`config.mk`:
```
export PLATFORM = sky130hd
export DESIGN_NAME = adcrts_sequencer
export DESIGN_NICKNAME = d
export VERILOG_FILES = /design/src/rtl/adcrts_pkg.sv /design/src/rtl/adcrts_sequencer.sv
export SDC_FILE = /design/constraint.sdc
export NUM_CORES = 1
export LEC_CHECK = 0
export BUFFER_PORTS_ARGS = -buffer_cell sky130_fd_sc_hd__buf_4
export CAP_MARGIN = 5
export CORE_UTILIZATION = 55
export DETAILED_ROUTE_END_ITERATION = 10
export PLACE_DENSITY = 0.71
export SETUP_SLACK_MARGIN = 0.5
export SYNTH_ARGS = -nofsm -noshare
export SYNTH_HDL_FRONTEND = slang
export SYNTH_SLANG_ARGS = --single-unit
```
`constraint.sdc`:
```
create_clock -name SYS_CLK -period 4.5 [get_ports SYS_CLK]
set_clock_uncertainty 0.05 [all_clocks]
set_input_delay 0.675 -clock SYS_CLK [delete_from_list [all_inputs] [get_ports SYS_CLK]]
set_output_delay 0.675 -clock SYS_CLK [all_outputs]
set_load 0.01 [all_outputs]
```
`src/rtl/adcrts_pkg.sv`:
```
// Package for the converter round trigger sequencer
package adcrts_pkg;

	localparam int unsigned ADDR_W = 12;

	// Register byte offsets
	localparam logic [11:0] OFS_CONVERTER_CONFIG = 12'h000;
	localparam logic [11:0] OFS_TRIGGER_CONFIG   = 12'h004;
	localparam logic [11:0] OFS_ROUND_COUNT0     = 12'h008;
	localparam logic [11:0] OFS_ROUND_COUNT1     = 12'h00C;
	localparam logic [11:0] OFS_SOFTWARE_TRIGGER = 12'h010;
	localparam logic [11:0] OFS_STATUS           = 12'h014;
	localparam logic [11:0] OFS_RESULT_BASE      = 12'h040;

	// Converter configuration fields
	localparam int unsigned CFG_SEQ_RESET_BIT = 2;
	localparam int unsigned CFG_MODE_LSB      = 4;
	localparam int unsigned CFG_EVCNT_LSB     = 8;
	localparam logic [31:0] CFG_RESET         = 32'h0000_0000;

	// Trigger configuration fields: enable per event in bits 3:0
	localparam int unsigned TRG_EN_LSB = 0;
	localparam logic [31:0] TRG_RESET  = 32'h0000_0000;

	// Round count fields
	localparam int unsigned CNT_LO_LSB  = 0;
	localparam int unsigned CNT_HI_LSB  = 8;
	localparam int unsigned CNT_W       = 5;
	localparam logic [31:0] CNT_RESET   = 32'h0000_0000;
	localparam logic [4:0]  CNT_MAX     = 5'h14;

	localparam logic [15:0] SW_TRIGGER_KEY = 16'h5AA5;

	// Status fields
	localparam int unsigned ST_DONE_BIT  = 0;
	localparam int unsigned ST_ERR_BIT   = 1;
	localparam int unsigned ST_BUSY_BIT  = 2;
	localparam int unsigned ST_STATE_LSB = 4;
	localparam int unsigned ST_SLOT_LSB  = 12;

	typedef enum logic [1:0] {
		ADCRTS_MODE_ONE  = 2'h0,
		ADCRTS_MODE_TWO  = 2'h1,
		ADCRTS_MODE_FOUR = 2'h2
	} adcrts_mode_e;

	typedef enum logic [7:0] {
		ST_IDLE0 = 8'h01,
		ST_SAMP0 = 8'h02,
		ST_IDLE1 = 8'h04,
		ST_SAMP1 = 8'h08,
		ST_IDLE2 = 8'h10,
		ST_SAMP2 = 8'h20,
		ST_IDLE3 = 8'h40,
		ST_SAMP3 = 8'h80
	} adcrts_state_e;

	typedef struct packed {
		logic        valid;
		logic [15:0] data;
	} adcrts_conv_s;

endpackage : adcrts_pkg

```
`src/rtl/adcrts_sequencer.sv`:
```
// Converter round trigger sequencer with APB register slave
//
// Local design decisions: the APB slave port and the register offsets.
`timescale 1ns/1ns
`default_nettype none

// Summary of operation
// - Round count field sets conversions, 1 to 20
// - Results fill consecutive slots across rounds
// - Single round: software or counted hardware events
// - Single round ends idle with done flag
// - Two rounds: event0 then event1, second count
// - Four rounds: events 0..3, four count fields
// - Software trigger only when idle, else error
// - Key 0x5AA5 makes one software trigger
// - Two rounds: done flag after each round
// - Four rounds: done flag after each round
// - Reset bit forces sequencer back to idle
// - Zero trigger config disables hardware triggers
// - Multi-round modes start on single event
module adcrts_sequencer #(
	parameter int unsigned SLOTS = 20
) (
	input  wire logic                 SYS_CLK,
	input  wire logic                 RST_N,
	input  wire logic                 CLK_EN,
	input  wire logic                 PSEL,
	input  wire logic                 PENABLE,
	input  wire logic                 PWRITE,
	input  wire logic [11:0]          PADDR,
	input  wire logic [31:0]          PWDATA,
	output logic      [31:0]          PRDATA,
	output logic                      PREADY,
	output logic                      PSLVERR,
	input  wire logic [3:0]           TIMING_TRIGGER_EVENT,
	output logic                      CONV_START,
	output logic      [4:0]           CONV_SLOT,
	input  wire adcrts_pkg::adcrts_conv_s CONV_RESULT,
	output logic                      DONE_PULSE,
	output logic                      ERROR_PULSE
);

	logic [31:0] cfg_q, trg_q, cnt0_q, cnt1_q;
	logic [15:0] result_q [SLOTS];
	logic [3:0]  ev_s1_q, ev_s2_q, ev_prev_q;
	logic [3:0]  ev_rise;
	logic [7:0]  ev_count_q;
	adcrts_pkg::adcrts_state_e state_q;
	logic [4:0]  slot_q, done_in_round_q;
	logic        busy_conv_q, done_flag_q, err_flag_q;
	logic        wr_en, sw_key, seq_reset;
	logic        sw_trig, hw_trig, start_round, round_end;
	logic [4:0]  round_len;
	adcrts_pkg::adcrts_mode_e mode;
	logic        sampling;

	function automatic logic [4:0] cnt_field(input logic [31:0] r, input int unsigned lsb);
		cnt_field = r[lsb +: adcrts_pkg::CNT_W];
	endfunction : cnt_field

	assign wr_en   = PSEL && PENABLE && PWRITE && CLK_EN;
	assign PREADY  = 1'b1;
	assign mode    = adcrts_pkg::adcrts_mode_e'(cfg_q[adcrts_pkg::CFG_MODE_LSB +: 2]);
	assign sampling = (state_q == adcrts_pkg::ST_SAMP0) || (state_q == adcrts_pkg::ST_SAMP1)
		|| (state_q == adcrts_pkg::ST_SAMP2) || (state_q == adcrts_pkg::ST_SAMP3);

	assign sw_key = wr_en && (PADDR == adcrts_pkg::OFS_SOFTWARE_TRIGGER)
		&& (PWDATA[15:0] == adcrts_pkg::SW_TRIGGER_KEY);
	assign seq_reset = wr_en && (PADDR == adcrts_pkg::OFS_CONVERTER_CONFIG)
		&& PWDATA[adcrts_pkg::CFG_SEQ_RESET_BIT];
	assign sw_trig = sw_key && !sampling;

	// Event pins are outside this clock domain
	always_ff @(posedge SYS_CLK or negedge RST_N)
	begin
		if (!RST_N)
		begin
			ev_s1_q   <= 4'h0;
			ev_s2_q   <= 4'h0;
			ev_prev_q <= 4'h0;
		end
		else if (CLK_EN)
		begin
			ev_s1_q   <= TIMING_TRIGGER_EVENT;
			ev_s2_q   <= ev_s1_q;
			ev_prev_q <= ev_s2_q;
		end
	end
	assign ev_rise = ev_s2_q & ~ev_prev_q & trg_q[adcrts_pkg::TRG_EN_LSB +: 4];

	// counted hardware events in single round
	always_ff @(posedge SYS_CLK or negedge RST_N)
	begin
		if (!RST_N)
			ev_count_q <= 8'h00;
		else if (CLK_EN)
		begin
			if (seq_reset || (start_round && state_q == adcrts_pkg::ST_IDLE0))
				ev_count_q <= 8'h00;
			else if (|ev_rise && mode == adcrts_pkg::ADCRTS_MODE_ONE)
				ev_count_q <= ev_count_q + 8'h01;
		end
	end

	always_comb
	begin
		hw_trig = 1'b0;
		round_len = cnt_field(cnt0_q, adcrts_pkg::CNT_LO_LSB);
		unique case (state_q)
			adcrts_pkg::ST_IDLE0:
			begin
				if (mode == adcrts_pkg::ADCRTS_MODE_ONE)
					hw_trig = |ev_rise && ((ev_count_q + 8'h01)
						>= cfg_q[adcrts_pkg::CFG_EVCNT_LSB +: 8]);
				else
					hw_trig = ev_rise[0];
			end
			adcrts_pkg::ST_IDLE1: hw_trig = ev_rise[1];
			adcrts_pkg::ST_IDLE2: hw_trig = ev_rise[2];
			adcrts_pkg::ST_IDLE3: hw_trig = ev_rise[3];
			adcrts_pkg::ST_SAMP1: round_len = cnt_field(cnt0_q, adcrts_pkg::CNT_HI_LSB);
			adcrts_pkg::ST_SAMP2: round_len = cnt_field(cnt1_q, adcrts_pkg::CNT_LO_LSB);
			adcrts_pkg::ST_SAMP3: round_len = cnt_field(cnt1_q, adcrts_pkg::CNT_HI_LSB);
			default: hw_trig = 1'b0;
		endcase
		if (round_len > adcrts_pkg::CNT_MAX)
			round_len = adcrts_pkg::CNT_MAX;
	end
	assign start_round = !sampling && (hw_trig || sw_trig);
	assign round_end = sampling && CONV_RESULT.valid
		&& ((done_in_round_q + 5'h01) >= round_len);

	// Sequencer state
	always_ff @(posedge SYS_CLK or negedge RST_N)
	begin
		if (!RST_N)
			state_q <= adcrts_pkg::ST_IDLE0;
		else if (CLK_EN)
		begin
			if (seq_reset)
				state_q <= adcrts_pkg::ST_IDLE0;
			else if (start_round)
				state_q <= adcrts_pkg::adcrts_state_e'({state_q[6:0], 1'b0});
			else if (round_end)
			begin
				unique case (state_q)
					adcrts_pkg::ST_SAMP0:
						state_q <= (mode == adcrts_pkg::ADCRTS_MODE_ONE)
							? adcrts_pkg::ST_IDLE0 : adcrts_pkg::ST_IDLE1;
					adcrts_pkg::ST_SAMP1:
						state_q <= (mode == adcrts_pkg::ADCRTS_MODE_TWO)
							? adcrts_pkg::ST_IDLE0 : adcrts_pkg::ST_IDLE2;
					adcrts_pkg::ST_SAMP2: state_q <= adcrts_pkg::ST_IDLE3;
					default: state_q <= adcrts_pkg::ST_IDLE0;
				endcase
			end
		end
	end

	always_ff @(posedge SYS_CLK or negedge RST_N)
	begin
		if (!RST_N)
		begin
			slot_q          <= 5'h00;
			done_in_round_q <= 5'h00;
			busy_conv_q     <= 1'b0;
		end
		else if (CLK_EN)
		begin
			if (seq_reset)
			begin
				slot_q          <= 5'h00;
				done_in_round_q <= 5'h00;
				busy_conv_q     <= 1'b0;
			end
			else if (start_round)
			begin
				done_in_round_q <= 5'h00;
				busy_conv_q     <= 1'b0;
			end
			else if (sampling && CONV_RESULT.valid)
			begin
				busy_conv_q     <= 1'b0;
				done_in_round_q <= done_in_round_q + 5'h01;
				if (round_end && (state_q == adcrts_pkg::ST_SAMP3
					|| (state_q == adcrts_pkg::ST_SAMP1 && mode == adcrts_pkg::ADCRTS_MODE_TWO)
					|| (state_q == adcrts_pkg::ST_SAMP0 && mode == adcrts_pkg::ADCRTS_MODE_ONE)))
					slot_q <= 5'h00;
				else if (slot_q < 5'(SLOTS - 1))
					slot_q <= slot_q + 5'h01;
			end
			else if (CONV_START)
				busy_conv_q <= 1'b1;
		end
	end
	assign CONV_START = sampling && !busy_conv_q && !CONV_RESULT.valid;
	assign CONV_SLOT  = slot_q;

	always_ff @(posedge SYS_CLK)
	begin
		if (CLK_EN && sampling && CONV_RESULT.valid)
			result_q[slot_q] <= CONV_RESULT.data;
	end

	always_ff @(posedge SYS_CLK or negedge RST_N)
	begin
		if (!RST_N)
		begin
			done_flag_q <= 1'b0;
			err_flag_q  <= 1'b0;
			DONE_PULSE  <= 1'b0;
			ERROR_PULSE <= 1'b0;
		end
		else if (CLK_EN)
		begin
			DONE_PULSE  <= round_end;
			ERROR_PULSE <= sw_key && sampling;
			// Set wins over write-one clear
			if (round_end)
				done_flag_q <= 1'b1;
			else if (wr_en && PADDR == adcrts_pkg::OFS_STATUS && PWDATA[adcrts_pkg::ST_DONE_BIT])
				done_flag_q <= 1'b0;
			if (sw_key && sampling)
				err_flag_q <= 1'b1;
			else if (wr_en && PADDR == adcrts_pkg::OFS_STATUS && PWDATA[adcrts_pkg::ST_ERR_BIT])
				err_flag_q <= 1'b0;
		end
	end

	// Config registers; reset bit self-clears
	always_ff @(posedge SYS_CLK or negedge RST_N)
	begin
		if (!RST_N)
		begin
			cfg_q  <= adcrts_pkg::CFG_RESET;
			trg_q  <= adcrts_pkg::TRG_RESET;
			cnt0_q <= adcrts_pkg::CNT_RESET;
			cnt1_q <= adcrts_pkg::CNT_RESET;
		end
		else if (wr_en)
		begin
			unique case (PADDR)
				adcrts_pkg::OFS_CONVERTER_CONFIG:
					cfg_q <= PWDATA & ~(32'h1 << adcrts_pkg::CFG_SEQ_RESET_BIT);
				adcrts_pkg::OFS_TRIGGER_CONFIG: trg_q <= PWDATA & 32'h0000_000F;
				adcrts_pkg::OFS_ROUND_COUNT0:   cnt0_q <= PWDATA & 32'h0000_1F1F;
				adcrts_pkg::OFS_ROUND_COUNT1:   cnt1_q <= PWDATA & 32'h0000_1F1F;
				default: ;
			endcase
		end
	end

	// Read data from flip-flops
	always_ff @(posedge SYS_CLK or negedge RST_N)
	begin
		if (!RST_N)
		begin
			PRDATA  <= 32'h0000_0000;
			PSLVERR <= 1'b0;
		end
		else if (CLK_EN)
		begin
			PRDATA  <= 32'h0000_0000;
			PSLVERR <= 1'b0;
			if (PSEL && !PENABLE && !PWRITE)
			begin
				unique case (PADDR)
					adcrts_pkg::OFS_CONVERTER_CONFIG: PRDATA <= cfg_q;
					adcrts_pkg::OFS_TRIGGER_CONFIG:   PRDATA <= trg_q;
					adcrts_pkg::OFS_ROUND_COUNT0:     PRDATA <= cnt0_q;
					adcrts_pkg::OFS_ROUND_COUNT1:     PRDATA <= cnt1_q;
					adcrts_pkg::OFS_SOFTWARE_TRIGGER: PRDATA <= 32'h0000_0000;
					adcrts_pkg::OFS_STATUS:
						PRDATA <= (32'(state_q) << adcrts_pkg::ST_STATE_LSB)
							| (32'(slot_q) << adcrts_pkg::ST_SLOT_LSB)
							| (32'(sampling) << adcrts_pkg::ST_BUSY_BIT)
							| (32'(err_flag_q) << adcrts_pkg::ST_ERR_BIT)
							| (32'(done_flag_q) << adcrts_pkg::ST_DONE_BIT);
					default:
						if (PADDR >= adcrts_pkg::OFS_RESULT_BASE
							&& PADDR < adcrts_pkg::OFS_RESULT_BASE + 12'(SLOTS * 4)
							&& PADDR[1:0] == 2'h0)
							PRDATA <= {16'h0, result_q[5'((PADDR - adcrts_pkg::OFS_RESULT_BASE) >> 2)]};
						else
							PSLVERR <= 1'b1;
				endcase
			end
		end
	end

endmodule : adcrts_sequencer

`default_nettype wire

```
**Word level (Yosys, flattened, before mapping)**

Memory sizes are Yosys's and may differ from the RTL's.
Cells that the tools add are included.

- Register bits: 131
- Bits in writable memories: 320
- Output and inout bits: 42
- Memories: 1

Memories:

| name | words | width | rd ports | clocked after memory_dff | write ports | RTL line | source |
|---|---|---|---|---|---|---|---|
| result_q | 20 | 16 | 1 | 0 | 1 | adcrts_sequencer.sv:44 | `logic [15:0] result_q [SLOTS];` |

- Add/sub/neg operators: 4
- Order comparisons: 6
- Equality and inequality tests: 16
- Mux-type cells: 36
- Bitwise operators: 7
- Reduce and logical (&&, ||, !) cells: 65

Operators with widths:

| operator | number |
|---|---|
| case mux 32 bit (6 select lines) | 1 |
| two-way mux 5 bit | 10 |
| two-way mux 8 bit | 5 |
| two-way mux 32 bit | 1 |
| logical AND 1 bit | 29 |
| == test 12 x 4 -> 1 bit (second input constant) | 2 |
| == test 12 x 5 -> 1 bit (second input constant) | 2 |
| case mux 7 bit (3 select lines) | 1 |
| AND reduction 2 bit | 10 |
| bitwise OR 12 x 17 -> 17 bit | 1 |
| bitwise OR 17 x 1 -> 17 bit | 1 |
| bitwise OR 17 x 2 -> 17 bit | 1 |
| bitwise OR 17 x 3 -> 17 bit | 1 |
| == test 16 x 15 -> 1 bit (second input constant) | 1 |
| two-way mux 16 bit | 1 |
| case mux 5 bit (3 select lines) | 1 |
| two-way mux 1 bit | 14 |
| == test 12 x 3 -> 1 bit (second input constant) | 1 |
| greater-or-equal comparator 12 x 7 -> 1 bit (second input constant) | 1 |
| zero test 12 bit | 1 |
| < comparator 12 x 8 -> 1 bit (second input constant) | 1 |
| adder 5 x 1 -> 5 bit (second input constant) | 2 |
| nonzero test 3 bit | 3 |
| adder 8 x 1 -> 8 bit (second input constant) | 1 |
| 27 further kinds | 42 |

**Longest topological paths before layout**

- Depth after elaboration: 13
- Gate-level depth with buffers: 16
- Mapped depth without buffers: 15

**Worst setup path after synthesis**

No wires, ideal clock.

- Path type: flip-flop to flip-flop
- Start: register state_q[4]
- End: register state_q[1]
- Library setup time: 79 ps
- Arrival time: 3658 ps
- Slack: 713 ps
- Cell stages (with the launch flop): 14
- Buffers on the path: 0
- Clock period less this slack: 3787 ps
- Cell sequence: dfrtp_1 or4_4 nor3_4 o21ai_1 nor2b_1 a222oi_1 a21oi_1 or2_1 ha_1 a211oi_1 o21a_1 or3_1 a21oi_4 mux2i_1

- Longest elaborated chain between the ends: 10

Ends and longest elaborated chain:

| item | RTL line | source |
|---|---|---|
| start, declared | adcrts_sequencer.sv:48 | `adcrts_pkg::adcrts_state_e state_q;` |
| start signal, assigned | adcrts_sequencer.sv:137 | `state_q <= adcrts_pkg::ST_IDLE0;` |
| start signal, assigned | adcrts_sequencer.sv:141 | `state_q <= adcrts_pkg::ST_IDLE0;` |
| start signal, assigned | adcrts_sequencer.sv:143 | `state_q <= adcrts_pkg::adcrts_state_e'({state_q[6:0], 1'b0});` |
| parallel branches: the longest is 10 deep, another holds > comparator 5 bit | n/a |  |

Parallel ways; which one is timed is not known. The select of a mux whose other input is x is not followed.
A chain may end at the register's enable or synchronous reset.

**Final worst setup path**

Same ends and word-level chain as after synthesis.

==> flow_metrics.env <==
export IMPL_grt_busiest_layer="met2"
export IMPL_leakagePower_nw=8.19
export IMPL_grt_start_max_net_pins=110
export IMPL_worst_hold_slack_ns=0.175
export IMPL_synth_enable_flop_cells=320
export IMPL_areaGrowthSynthToFinish_pct=16.8
export IMPL_synth_area_top_cells="edfxtp_1, dfrtp_1, mux4_2"
export IMPL_synth_main_ff_cell="edfxtp_1"
export IMPL_synth_compound_area_share_pct=5.98
export IMPL_synth_cell_types=77
export IMPL_nFillCells=2314
export IMPL_yosysSeqAreaShare_pct=67.9
export IMPL_syn_area_um2=19000
export IMPL_synth_xor_area_share_pct=0.554
export IMPL_synth_ff_latch_count=451
export IMPL_cts_hold_fix_buffers=0
export IMPL_synthAdderAreaFrac_pct=1.25
export IMPL_max_freq_ghz=0.266
export IMPL_arrival_ns=4.19
export IMPL_register_area_um2=12900
export IMPL_crit_path_start_kind="flip-flop"
export IMPL_hold_viol=0
export IMPL_finalSetupViolCount=0
export IMPL_fin_crit_ns=3.76
export IMPL_synthCells=1111
export IMPL_power_density_nw_per_um2=391
export IMPL_die_x_um=188
export IMPL_dp_cells=1657
export IMPL_wire_per_inst_um=26.6
export IMPL_drive_gt1_share_pct=33.3
export IMPL_worstMarginPinSlew_ns=1.19
export IMPL_clkTransAtPathRegs_ns=0.06
export IMPL_met3_usage_pct=4.32
export IMPL_ys_async_sr_fraction_pct=29.0
export IMPL_synth_simple_area_share_pct=5.98
export IMPL_synth_mux_area_fraction_pct=16.6
export IMPL_grt_usage_pct=26.9
export IMPL_required_ns=4.93
export IMPL_timing_setup_tns_ns=0
export IMPL_place_congestion=0.964
export IMPL_grt_pass1_vias=11200
export IMPL_fp_coreArea_um2=33800
export IMPL_clockRootBuffer="clkbuf_16"
export IMPL_htreeDepth=2
export IMPL_io_pins=113
export IMPL_clockBufferDepth=3
export IMPL_layout_nets=1355
export IMPL_end_kind="flip-flop"
export IMPL_synth_area_leader_cell="edfxtp_1"
export IMPL_ant_nets=0
export IMPL_grt_ovfl_total=0
export IMPL_routed_wirelength_mm=46.5
export IMPL_worstHoldPathType="in2async"
export IMPL_grt_pass1_wl_mm=69.5
export IMPL_clk_latency_ns=0.57
export IMPL_antenna_found_initial=0
export IMPL_vdd_drop_max_mv=0.441
export IMPL_timing_slew_headroom_pct=20.7
export IMPL_max_cap_violations=0
export IMPL_drv_slew=0
export IMPL_first_pass_iters=7
export IMPL_period_share_pct=83.5
export IMPL_critPathMaxFanout=8
export IMPL_die_h_um=188
export IMPL_rsz0062_at_grt="no"
export IMPL_start_util_pct=56.2
export IMPL_numCtsBuffers=46
export IMPL_crit_type="reg2reg"
export IMPL_dr_total_vias=11000
export IMPL_synth_top_family_by_area="multiplexers"
export IMPL_rows=67
export IMPL_met2_usage_pct=44.8
export IMPL_synthTopCellsByCount="edfxtp_1, dfrtp_1, mux4_2"
export IMPL_status="complete, no violations"
export IMPL_total_power_w=0.00868
export IMPL_use_met1_pct=35.4
export IMPL_syn_nets=1201
export IMPL_synth_area_per_cell_um2=17.1
export IMPL_fin_cells=1749
export IMPL_viasPerCell=6.30
export IMPL_route_detailed_drc=0
export IMPL_antennaDiodeCount=0
export IMPL_die_area_um2=35300
export IMPL_cts_num_sinks=451
export IMPL_synthesis_yosys_warnings=0
export IMPL_synth_most_common_cell="edfxtp_1"
export IMPL_post_route_util_pct=65.6
export IMPL_synth_top_cell_area_share_pct=50.6
export IMPL_dp_hpwl_mm=29.4
export IMPL_cts_tree="yes"
export IMPL_drt_first_iter_violations=975
export IMPL_multi_input_area_um2=5840
export IMPL_io_buffers=111
==> sequential cells by signal, indices dropped and copies added, names as in the netlist, 4 cells and up <==
name and flops:
result_q 320, PRDATA 32, cfg_q 31, cnt0_q 10, cnt1_q 10, ev_count_q 8
state_q 8, CONV_SLOT 5, done_in_round_q 5, ev_prev_q 4, ev_s1_q 4, ev_s2_q 4
trg_q 4
==> stage by stage <==
stage | instance area, um2 | setup WS, ns
final | 22200 | 0.740
after CTS | 22100 | 0.590
after detailed placement | 20600 | 0.232
after global placement | 20600 | 0.375
after floorplan | 19000 | 0.713
after global routing | 22200 | 0.501
==> placed cells by master (no fill, tap or decap), types with 8 or more instances in the layout <==
cell and instances:
clkbuf_16 47, edfxtp_1 320, a222oi_1 8, clkinv_2 8, nor4_1 8, nor3_1 12, a22o_1 24, mux2_2 60
nor2_2 16, nor2_1 44, dfrtp_1 128, clkbuf_1 10, a21oi_1 18, buf_4 149, clkinv_1 10, nand3_1 17
mux4_2 99, nand2_1 56, ha_1 19, a22oi_1 10, o21ai_0 38, mux2i_1 25, inv_1 25
==> cells by family after synthesis <==
kind of cell	count (synthesis)
compound gates	152
buf+inv	77
fa+ha+maj	19
flops	451
simple gates	215
mux	184
xor+xnor	12
other cells	1
==> where the power goes <==
part           internal, W  switching, W  leakage [nW]  total (W)
sequential         0.00448     0.0000183          4.60    0.00450
clock              0.00222       0.00159         0.734    0.00380
combinational     0.000169      0.000208          2.85   0.000377
total              0.00686       0.00181          8.19    0.00868
==> critical path: stages (launching register included) <==
cell and delay, ns:
dfrtp_2 0.42, or4_4 0.56, buf_4 0.17, nor4_4 0.20, nor2b_4 0.09, a222oi_1 0.35
a21oi_1 0.15, or2_1 0.24, ha_1 0.28, a211oi_1 0.06, o21a_2 0.23, or3_4 0.37
a21oi_4 0.18, buf_12 0.15, mux2i_1 0.18
==> metal layers <==
metal / share of wire [%] / up-vias
met5: 0 / -
met4: 4.3 / 0
met3: 6.4 / 125
met2: 50 / 500
met1: 40 / 5635
li1: - / 4756
==> area by class of cell <==
cell class	instances	area share (%)
clock buffer	57	5.47
clock inverter	27	1.33
inverter	25	0.423
multi-input combinational	583	26.3
sequential	451	58.1
tap	448	2.53
timing repair buffer	158	5.78
==> repair_timing <==
item                       CTS  global route
setup buffers                4             4
setup endpoints to repair   12            13
gates resized for setup      0             6
pin swaps                    4             8
==> worst paths after layout <==
check / from / to / slack [ns] / cells past startpoint
worst max-delay path: state_q[4] / state_q[1] / 0.74 / 14
worst min-delay path: RST_N / PRDATA[18] / 0.18 / 1
worst max register to register: state_q[4] / state_q[1] / 0.74 / 14
worst min register to register: cfg_q[26] / PRDATA[26] / 0.43 / 1
max in group asynchronous: RST_N / state_q[0] / 3.22 / 2
min in group SYS_CLK: PWDATA[28] / cfg_q[28] / 0.28 / 2
No activity file was read; power rests on OpenSTA's default activity.
